File: src/verilog/pcc_pkg.sv
`default_nettype none

package pcc_pkg;

    // ------------------------------------------------------------
    // Bus and datapath widths
    // ------------------------------------------------------------
    localparam int DATA_W = 8;
    localparam int CNT_W = 16;
    localparam int BITS_W = 5;
    localparam int LONG_BITS = 11;

    // ------------------------------------------------------------
    // Register addresses
    // ------------------------------------------------------------
    localparam logic [7:0] CONFIG_ADDR = 8'hF4;
    localparam logic [7:0] CMP_LOW_BASE = 8'hE0;
    localparam logic [7:0] CMP_HIGH_BASE = 8'hE8;

    // ------------------------------------------------------------
    // Configuration register layout
    // ------------------------------------------------------------
    localparam int BANK_BIT = 7;
    localparam int IRQ_EN_BIT = 6;
    localparam int FLAG_BIT = 5;
    localparam int LEN_LSB = 0;
    localparam int LEN_W = 2;
    localparam logic [2:0] RSVD_VALUE = 3'h0;
    localparam logic [7:0] CONFIG_RESET = 8'h00;
    localparam logic [7:0] READ_IDLE = 8'h00;
    localparam logic [15:0] VALUE_RESET = 16'h0000;

    // ------------------------------------------------------------
    // Cycle length codes and widths
    // ------------------------------------------------------------
    localparam logic [1:0] LEN_8 = 2'h0;
    localparam logic [1:0] LEN_9 = 2'h1;
    localparam logic [1:0] LEN_10 = 2'h2;
    localparam logic [1:0] LEN_11 = 2'h3;
    localparam logic [4:0] BITS_NONE = 5'h00;
    localparam logic [4:0] BITS_8 = 5'h08;
    localparam logic [4:0] BITS_9 = 5'h09;
    localparam logic [4:0] BITS_10 = 5'h0A;
    localparam logic [4:0] BITS_11 = 5'h0B;
    localparam logic [4:0] BITS_WIDE = 5'h10;
    localparam logic [4:0] BITS_ONE = 5'h01;

    function automatic logic [4:0] cycle_bits(input logic [1:0] sel);
        logic [4:0] bits;
        bits = BITS_8;
        unique case (sel)
            LEN_8: bits = BITS_8;
            LEN_9: bits = BITS_9;
            LEN_10: bits = BITS_10;
            LEN_11: bits = BITS_11;
        endcase
        return bits;
    endfunction : cycle_bits

endpackage : pcc_pkg

`default_nettype wire
File: src/verilog/pcc_ovf_if.sv
`default_nettype none

interface pcc_ovf_if;
    logic [pcc_pkg::CNT_W-1:0] count;
    logic [pcc_pkg::LEN_W-1:0] length_sel;
    logic overflow;

    modport detect (input count, input length_sel, output overflow);
    modport ctrl (output count, output length_sel, input overflow);
endinterface : pcc_ovf_if

`default_nettype wire

File: src/verilog/pcc_cycle_config.sv
// Functional notes
// - The reload bank select bit 7 sends compare high/low accesses to compare values at 0, reload values at 1.
// - Reload values only act as reload of modules in 9, 10 or 11-bit PWM and otherwise do nothing.
// - With the overflow enable bit 6 set, a set overflow flag raises the interrupt request; cleared, it does not.
// - The overflow flag is set when the main counter overflows out of bit 7, 8, 9 or 10 as the length selects.
// - The overflow flag bit 5 is set by hardware or by writing 1 and stays set until software clears it.
// - Bits 4 to 2 of the configuration register read zero and ignore writes.
// - Length code 00 gives 8 bits, 01 gives 9 bits and 10 gives 10 bits.
// - The length applies to every PWM module not in 16-bit mode; 16-bit modules ignore it.
// - A module's wide select chooses 8 to 11-bit PWM at 0 and 16-bit PWM at 1 while PWM is on.
`default_nettype none

module pcc_cycle_config #(
    parameter int NUM_MODULES = 3
) (
    input wire logic clk,
    input wire logic resetn,
    input wire logic [7:0] sfr_addr,
    input wire logic [7:0] sfr_wdata,
    input wire logic sfr_wr,
    input wire logic sfr_rd,
    input wire logic [15:0] main_counter,
    input wire logic [NUM_MODULES-1:0] pwm_mode_en,
    input wire logic [NUM_MODULES-1:0] wide_pwm_select,
    output logic [7:0] sfr_rdata,
    output logic cycle_overflow_irq,
    output logic cycle_overflow_flag,
    output logic [NUM_MODULES*16-1:0] module_compare_value,
    output logic [NUM_MODULES*5-1:0] module_cycle_bits
);

    // ------------------------------------------------------------
    // Reset release
    // ------------------------------------------------------------
    // Asserts at once, releases two clocks later
    logic [1:0] rst_sync_reg;
    wire rst_n = rst_sync_reg[1];

    always_ff @(posedge clk or negedge resetn)
    begin
        if (!resetn)
            rst_sync_reg <= 2'h0;
        else
            rst_sync_reg <= {rst_sync_reg[0], 1'b1};
    end

    // ------------------------------------------------------------
    // Configuration register
    // ------------------------------------------------------------
    logic reload_bank_select_reg;
    logic cycle_overflow_irq_enable_reg;
    logic cycle_overflow_flag_reg;
    logic [1:0] cycle_length_select_reg;
    logic irq_reg;
    logic [7:0] rdata_reg;

    wire cfg_hit = sfr_addr == pcc_pkg::CONFIG_ADDR;
    wire cfg_wr = sfr_wr & cfg_hit;
    wire ovf_pulse;
    // Hardware set beats a same-cycle software clear
    wire flag_next = ovf_pulse | (cfg_wr ? sfr_wdata[pcc_pkg::FLAG_BIT] : cycle_overflow_flag_reg);
    // Reserved positions are never stored and read as zero
    wire [7:0] config_view = {reload_bank_select_reg, cycle_overflow_irq_enable_reg,
        cycle_overflow_flag_reg, pcc_pkg::RSVD_VALUE, cycle_length_select_reg};

    always_ff @(posedge clk or negedge rst_n)
    begin
        if (!rst_n)
        begin
            reload_bank_select_reg <= pcc_pkg::CONFIG_RESET[pcc_pkg::BANK_BIT];
            cycle_overflow_irq_enable_reg <= pcc_pkg::CONFIG_RESET[pcc_pkg::IRQ_EN_BIT];
            cycle_overflow_flag_reg <= pcc_pkg::CONFIG_RESET[pcc_pkg::FLAG_BIT];
            cycle_length_select_reg <= pcc_pkg::CONFIG_RESET[pcc_pkg::LEN_LSB +: pcc_pkg::LEN_W];
        end
        else
        begin
            if (cfg_wr)
            begin
                reload_bank_select_reg <= sfr_wdata[pcc_pkg::BANK_BIT];
                cycle_overflow_irq_enable_reg <= sfr_wdata[pcc_pkg::IRQ_EN_BIT];
                cycle_length_select_reg <= sfr_wdata[pcc_pkg::LEN_LSB +: pcc_pkg::LEN_W];
            end
            cycle_overflow_flag_reg <= flag_next;
        end
    end

    // ------------------------------------------------------------
    // Cycle overflow detection
    // ------------------------------------------------------------
    pcc_ovf_if ovf_bus ();

    assign ovf_bus.count = main_counter;
    // A length change cannot fake an overflow
    assign ovf_bus.length_sel = cycle_length_select_reg;
    assign ovf_pulse = ovf_bus.overflow;

    pcc_overflow_detect u_detect (
        .clk(clk),
        .rst_n(rst_n),
        .ovf(ovf_bus.detect)
    );

    // ------------------------------------------------------------
    // Compare slot decode
    // ------------------------------------------------------------
    function automatic logic slot_hit(input logic [7:0] addr, input logic [7:0] base, input int idx);
        return addr == 8'(base + idx);
    endfunction : slot_hit

    // ------------------------------------------------------------
    // Per-module compare and reload values
    // ------------------------------------------------------------
    wire [7:0] low_view [NUM_MODULES];
    wire [7:0] high_view [NUM_MODULES];
    wire [NUM_MODULES-1:0] low_hit;
    wire [NUM_MODULES-1:0] high_hit;
    wire long_cycle = cycle_length_select_reg != pcc_pkg::LEN_8;
    wire [4:0] shared_bits = pcc_pkg::cycle_bits(cycle_length_select_reg);

    genvar n;
    generate
        for (n = 0; n < NUM_MODULES; n++)
        begin : g_mod
            logic [15:0] cmp_reg;
            logic [15:0] reload_reg;
            logic [4:0] bits_reg;

            assign low_hit[n] = slot_hit(sfr_addr, pcc_pkg::CMP_LOW_BASE, n);
            assign high_hit[n] = slot_hit(sfr_addr, pcc_pkg::CMP_HIGH_BASE, n);
            wire low_wr = sfr_wr & low_hit[n];
            wire high_wr = sfr_wr & high_hit[n];
            // Bank bit steers the shared addresses
            wire cmp_low_wr = low_wr & ~reload_bank_select_reg;
            wire cmp_high_wr = high_wr & ~reload_bank_select_reg;
            wire rl_low_wr = low_wr & reload_bank_select_reg;
            wire rl_high_wr = high_wr & reload_bank_select_reg;
            assign low_view[n] = reload_bank_select_reg ? reload_reg[7:0] : cmp_reg[7:0];
            assign high_view[n] = reload_bank_select_reg ? reload_reg[15:8] : cmp_reg[15:8];

            wire narrow_pwm = pwm_mode_en[n] & ~wide_pwm_select[n];
            // Reload only in 9, 10 and 11-bit PWM
            wire reload_now = ovf_pulse & narrow_pwm & long_cycle;
            wire [15:0] cmp_base = reload_now ? reload_reg : cmp_reg;
            // Software write wins over the reload
            wire [15:0] cmp_next = {cmp_high_wr ? sfr_wdata : cmp_base[15:8],
                cmp_low_wr ? sfr_wdata : cmp_base[7:0]};
            wire [15:0] reload_next = {rl_high_wr ? sfr_wdata : reload_reg[15:8],
                rl_low_wr ? sfr_wdata : reload_reg[7:0]};
            // Zero marks a module with PWM off
            wire [4:0] bits_next = !pwm_mode_en[n] ? pcc_pkg::BITS_NONE :
                wide_pwm_select[n] ? pcc_pkg::BITS_WIDE : shared_bits;

            always_ff @(posedge clk or negedge rst_n)
            begin
                if (!rst_n)
                begin
                    cmp_reg <= pcc_pkg::VALUE_RESET;
                    reload_reg <= pcc_pkg::VALUE_RESET;
                    bits_reg <= pcc_pkg::BITS_NONE;
                end
                else
                begin
                    cmp_reg <= cmp_next;
                    reload_reg <= reload_next;
                    bits_reg <= bits_next;
                end
            end

            assign module_compare_value[n*16 +: 16] = cmp_reg;
            assign module_cycle_bits[n*5 +: 5] = bits_reg;
        end
    endgenerate

    // ------------------------------------------------------------
    // Read path
    // ------------------------------------------------------------
    logic [7:0] rd_next;

    always_comb
    begin
        rd_next = pcc_pkg::READ_IDLE;
        if (cfg_hit)
            rd_next = config_view;
        // Decoded addresses do not overlap while NUM_MODULES is 8 or less
        for (int i = 0; i < NUM_MODULES; i++)
        begin
            if (low_hit[i])
                rd_next = low_view[i];
            if (high_hit[i])
                rd_next = high_view[i];
        end
    end

    always_ff @(posedge clk or negedge rst_n)
    begin
        if (!rst_n)
            rdata_reg <= pcc_pkg::READ_IDLE;
        else if (sfr_rd)
            rdata_reg <= rd_next;
    end

    // ------------------------------------------------------------
    // Interrupt request
    // ------------------------------------------------------------
    // Level request, one clock behind the flag
    wire irq_next = cycle_overflow_flag_reg & cycle_overflow_irq_enable_reg;

    always_ff @(posedge clk or negedge rst_n)
    begin
        if (!rst_n)
            irq_reg <= 1'b0;
        else
            irq_reg <= irq_next;
    end

    assign sfr_rdata = rdata_reg;
    assign cycle_overflow_irq = irq_reg;
    assign cycle_overflow_flag = cycle_overflow_flag_reg;

endmodule : pcc_cycle_config

`default_nettype wire

File: src/verilog/pcc_overflow_detect.sv
`default_nettype none

module pcc_overflow_detect (
    input wire logic clk,
    input wire logic rst_n,
    pcc_ovf_if.detect ovf
);

    // ------------------------------------------------------------
    // Carry out of the selected counter bit
    // ------------------------------------------------------------
    logic [pcc_pkg::LONG_BITS-1:0] prev_reg;
    wire [4:0] sel_bits = pcc_pkg::cycle_bits(ovf.length_sel);
    wire [3:0] top_idx = 4'(sel_bits - pcc_pkg::BITS_ONE);
    wire was_high = prev_reg[top_idx];
    wire now_low = ~ovf.count[top_idx];

    // Falling top bit marks the wrap of the low cycle bits
    assign ovf.overflow = was_high & now_low;

    always_ff @(posedge clk or negedge rst_n)
    begin
        if (!rst_n)
            prev_reg <= '0;
        else
            prev_reg <= ovf.count[pcc_pkg::LONG_BITS-1:0];
    end

endmodule : pcc_overflow_detect

`default_nettype wire

File: config.mk
export PLATFORM = sky130hd
export DESIGN_NAME = pcc_cycle_config
export DESIGN_NICKNAME = d
export VERILOG_FILES = /design/src/verilog/pcc_pkg.sv /design/src/verilog/pcc_ovf_if.sv /design/src/verilog/pcc_cycle_config.sv /design/src/verilog/pcc_overflow_detect.sv
export SDC_FILE = /design/constraint.sdc
export NUM_CORES = 1
export LEC_CHECK = 0
export ABC_AREA = 1
export BUFFER_PORTS_ARGS = -buffer_cell sky130_fd_sc_hd__buf_2
export CORE_UTILIZATION = 38
export CTS_CLUSTER_SIZE = 10
export DETAILED_ROUTE_END_ITERATION = 10
export GPL_TIMING_DRIVEN = 0
export SYNTH_ARGS = -nofsm -noshare
export SYNTH_HDL_FRONTEND = slang
export SYNTH_SLANG_ARGS = --single-unit
File: constraint.sdc
create_clock -name clk -period 7.55 [get_ports clk]
set_clock_uncertainty 0.2 [all_clocks]
set_input_delay 1.51 -clock clk [delete_from_list [all_inputs] [get_ports clk]]
set_output_delay 1.51 -clock clk [all_outputs]
set_load 0.1 [all_outputs]
# After elaboration in Yosys (flattened, before gate mapping)
# Cells that the tools add are included.
# totals
register_bits	138
output_inout_bits	73
# op_classes
eq_ne	10
bitwise	36
n_lt_le_gt_ge	1
reduce_logical	8
n_mux	34
addsub	1
# ops
cell	count
two-way mux 8 bit	19
== test 8 bit, second input constant	7
two-way mux 16 bit	3
AND 1 bit	30
two-way mux 5 bit	6
case mux 5 bit (4 select lines)	1
nonzero test 2 bit	7
binary-select mux 1 bit (select 4 bit)	2
less-than comparator 4 x 5 -> 1 bit, second input constant	1
inverter 1 bit	5
== test 2 bit, second input constant	2
subtractor 4 x 1 -> 4 bit, second input constant	1
two-way mux 1 bit	3
== test 2 x 1 -> 1 bit, second input constant	1
zero test 2 bit	1
OR 1 bit	1

# Logic depth before layout (Yosys ltp)
# logic_depth
word_depth	11
mapped_depth	12
ltp_nobuf	12

# Hierarchy
# From an unflattened synthesis, not the netlist that was laid out.
# hier_totals
hier_cells	804
hier_area_um2	6498.7
# modules_own_cells
module	n_inst	cells_each	seq_area_each_um2	area_per_inst_um2
pcc_cycle_config	1	774	3103.0	6238.5
pcc_overflow_detect	1	30	125.1	260.2

# Worst setup path after synthesis
# No wires, ideal clock.
# synth_timing
kind	input -> register
from	input port sfr_addr[4]
to	register g_mod[2].cmp_reg[5]
required_ps	7229
cell_stages	11
path_slack_ps	4551
setup_time_ps	121
arrival_time_ps	2678
n_path_buf	1
path_cell_list	inv_1 -> nand2_2 -> nor2_8 -> inv_2 -> nor3_4 -> nand3_2 -> buf_2 -> nand2_1 -> o21ai_1 -> nand2_1 -> nand2_1
# synth_via
elab_chain_len	4
word_cells_on_any_way	5
# synth_lines
element	line_no	source
start: declaration	pcc_cycle_config.sv:18	input wire logic [7:0] sfr_addr,
== test 8 bit *	pcc_cycle_config.sv:107	return addr == 8'(base + idx);
AND 1 bit *	pcc_cycle_config.sv:130	wire low_wr = sfr_wr & low_hit[n];
AND 1 bit *	pcc_cycle_config.sv:133	wire cmp_low_wr = low_wr & ~reload_bank_select_reg;
two-way mux 8 bit / nonzero test 2 bit (equally long branches)	-	
end signal: assignment	pcc_cycle_config.sv:157	cmp_reg <= pcc_pkg::VALUE_RESET;
end signal: assignment	pcc_cycle_config.sv:163	cmp_reg <= cmp_next;
end: declaration	pcc_cycle_config.sv:124	logic [15:0] cmp_reg;
# Mark *: on every way between the ends. The rest lies on a longest branch, timed or not.
# A chain may end at the register's enable or synchronous reset.

# Worst setup path in the final report
# layout_timing
from	input port sfr_addr[4]
to	register g_mod[1].cmp_reg[9]
# layout_via
elab_chain_len	4
word_cells_on_any_way	5
# layout_lines
element	line_no	source
== test 8 bit *	pcc_cycle_config.sv:107	
AND 1 bit *	pcc_cycle_config.sv:131	wire high_wr = sfr_wr & high_hit[n];
AND 1 bit *	pcc_cycle_config.sv:134	wire cmp_high_wr = high_wr & ~reload_bank_select_reg;
two-way mux 8 bit / nonzero test 2 bit (equally long branches)	-	
end signal: assignment	pcc_cycle_config.sv:157	
end signal: assignment	pcc_cycle_config.sv:163	
end: declaration	pcc_cycle_config.sv:124	
# Marks and branches as above.

==> impl_metrics.py <==
metrics = {
    "clock_network": {
        "h-tree-depth": 4,
        "cts_buffer_depth": 2,
        "root_buffer": "clkbuf_16",
        "cts_inserted_buffers": 17,
        "hold_buffers": 0,
        "cts-resized-gates": 0,
        "post_cts_buffers": 0,
        "cts_tree": "done",
        "cts.reportedPaths.clkPinSlew_ps": 60,
        "clk_latency_ps": 430,
        "cts.sinks": 131,
    },
    "critical_path": {
        "worstSetupEndpointType": "register",
        "crit_fanout": 9,
        "crit_path_start_kind": "input port",
        "required_ps": 7720,
        "ff2ff_setup_slack_ps": 4880,
        "reg2regPathDepth": 12,
        "reg2reg_from": "cycle_length_select_reg[0]",
        "crit_type": "in -> reg",
        "r2r-end": "g_mod[2].cmp_reg[0]",
        "cp.arrival_ps": 3310,
    },
    "layout": {
        "utilization_pct": 48.2,
        "area_growth_pct": 22.5,
        "fin_nets": 1070,
        "stdcell_area_mm2": 0.00810,
        "multi_input_area_mm2": 0.00299,
        "regArea_mm2": 0.00328,
        "filler_cell_count": 1774,
        "drive_gt1_share_pct": 16.0,
    },
    "sta": {
        "setup_tns_ps": 0,
        "rsz0062_at_grt": "false",
        "maxSlewViolCount": 0,
        "setup_viol": 0,
        "period_minus_slack_ps": 3140,
        "max_clock_freq_mhz": 319,
        "worst_pin_slew_ps": 860,
        "hold_viol_final": 0,
        "max_slew_margin_pct": 42.7,
        "period_share_pct": 41.6,
    },
    "min_path": {
        "hold_depth": 0,
        "min_from": "rst_sync_reg[0]",
        "hp-class": "reg -> reg",
        "min_to": "rst_sync_reg[1]",
    },
    "power_and_ir_drop": {
        "total_power_uw": 1760,
        "power_density_mw_per_mm2": 217,
        "swShare_pct": 23.4,
        "switching_power_uw": 411,
        "p_leak_uw": 0.00430,
        "clkPwrFrac_pct": 53.0,
        "internal_power_uw": 1350,
        "irDropWorstVdd_mv": 0.165,
        "combinationalPowerShare_pct": 6.1,
        "power_frac_seq_pct": 40.9,
    },
    "logic_synthesis": {
        "synth_top_flop_cell": "dfrtp_1",
        "netlist_top_cells_area": "dfrtp_1 50%, nand2_1 23%, o21ai_0 6.7%",
        "yosysSeqAreaShare_pct": 49.6,
        "ys_top_cells_by_count": "411 x nand2_1, 131 x dfrtp_1, 88 x o21ai_0, 85 x nand3_1, 41 x inv_1",
        "syn_inst": 899,
        "syn_area_per_cell_um2": 7.36,
        "yosys_warnings": 0,
        "synth_area_leader_cell": "dfrtp_1",
        "yosysMostFrequentCell": "nand2_1",
        "synth-edff-count": 0,
        "synth_area_mm2": 0.00662,
        "synth_seq_cells": 131,
        "yosysTopAreaCellShare_pct": 49.6,
        "yosysUniqueCellTypes": 28,
        "synth-async-reset-ratio_pct": 100,
    },
    "routing": {
        "wl_per_cell_um": 15.6,
        "ant_nets": 0,
        "via_count": 6272,
        "drt_iter0_drc": 575,
        "via_per_inst": 4.99,
        "drc": 0,
        "routed_wl_um": 19500,
        "dr.pass1.iters": 5,
    },
    "grt": {
        "grt_max_degree": 66,
        "track_usage_pct": 23.0,
        "antenna_found_initial": 2,
        "overflow": 0,
        "grt_pass1_vias": 5789,
        "grt_first_pass_wirelength_um": 31400,
    },
    "place": {
        "hpwlAfterDp_um": 14100,
        "place.gp.congestion": 0.864,
        "place_area_mm2": 0.00744,
        "numPortBuffers": 102,
    },
    "floorplanning": {
        "die_h_um": 134,
        "start_util_pct": 39.3,
        "core_mm2": 0.0168,
        "die-area_mm2": 0.0179,
        "rows": 47,
        "boundaryPins": 115,
        "dieWidth_um": 134,
    },
    "flow_run": {
        "cap_violations": 0,
    },
    "status": {
        "status": "finished, final reports clean",
    },
}
-- worst max-delay path, cell delays in order --
cell,delay (ps)
buf_2,100
inv_1,60
nand2_2,80
nor2_8,160
inv_2,90
nor3_2,440
nand3_1,390
o21ai_0,320
nand2_1,90
nand2_1,60
-- worst max path at each step --
stage | startpoint | end | slack, ps | cells past startpoint
2_1_floorplan | rst_sync_reg[1] | cycle_length_select_reg[0] | 3430 | 0
3_3_place_gp | rst_sync_reg[1] | g_mod[1].cmp_reg[13] | 1830 | 0
3_5_place_dp | sfr_addr[4] | g_mod[1].cmp_reg[9] | 4000 | 10
6_report | sfr_addr[4] | g_mod[1].cmp_reg[9] | 4410 | 10
4_1_cts | sfr_addr[4] | g_mod[1].cmp_reg[9] | 4430 | 10
5_1_grt | sfr_addr[4] | g_mod[1].cmp_reg[9] | 4130 | 10
-- power groups by stage --
stage	Clock, uW	Sequential (uW)	Combinational [uW]
after floorplan	0	753	46.6
after global placement	0	738	98.0
after detailed placement	0	732	107
after CTS	943	719	108
after global routing	973	720	117
final	933	718	107
-- through the flow --
step,hold slack (ps),setup slack [ps],std cells
after floorplan,131,3430,901
after global placement,136,1830,1223
after detailed placement,139,4000,1224
after CTS,151,4430,1255
after global routing,164,4130,1256
final,148,4410,1256
-- cell usage in the layout, fill, tap and decap left out, types with 2 or more instances in the layout --
cell,count
clkbuf_16,17
nand4_1,9
ha_1,5
inv_1,41
conb_1,4
a21oi_1,12
nand2_2,2
nand3_1,85
nor2_1,33
o21ai_1,16
dfrtp_1,130
clkinvlp_4,3
clkbuf_1,29
clkinv_2,3
buf_4,3
buf_2,112
nand3_2,8
nand2_1,411
buf_1,3
o21ai_0,88
bufinv_16,6
-- kinds of logic (layout without fill, tap and decap cells) --
family	after synthesis	count (layout)	synth area share [%]
DFF	131	131	49.6
adders and majority gates	5	5	0.946
other	2	5	0.114
AOI/OAI and AO/OA	117	117	8.89
and+or+nand+nor	556	556	35.1
buffers and inverters	88	222	5.37
-- cell type report --
type | count | share of cell area [%]
Antenna cell | 1 | 0.0309
Clock inverter | 14 | 2.90
Tap cell | 220 | 3.40
Multi-Input combinational cell | 682 | 36.9
Inverter | 42 | 1.95
Buffer | 46 | 2.44
Sequential cell | 131 | 40.5
Clock buffer | 17 | 5.25
Timing Repair Buffer | 103 | 6.64
-- metal layers --
metal | wire length, um | up-vias | track usage [%]
met5 | 8 | - | 0
met4 | 559 | 2 | 9.91
met3 | 1360 | 41 | 5.10
met2 | 8620 | 230 | 34.6
met1 | 8990 | 2861 | 31.9
li1 | - | 3138 | -
No activity file was read; power rests on OpenSTA's default activity.
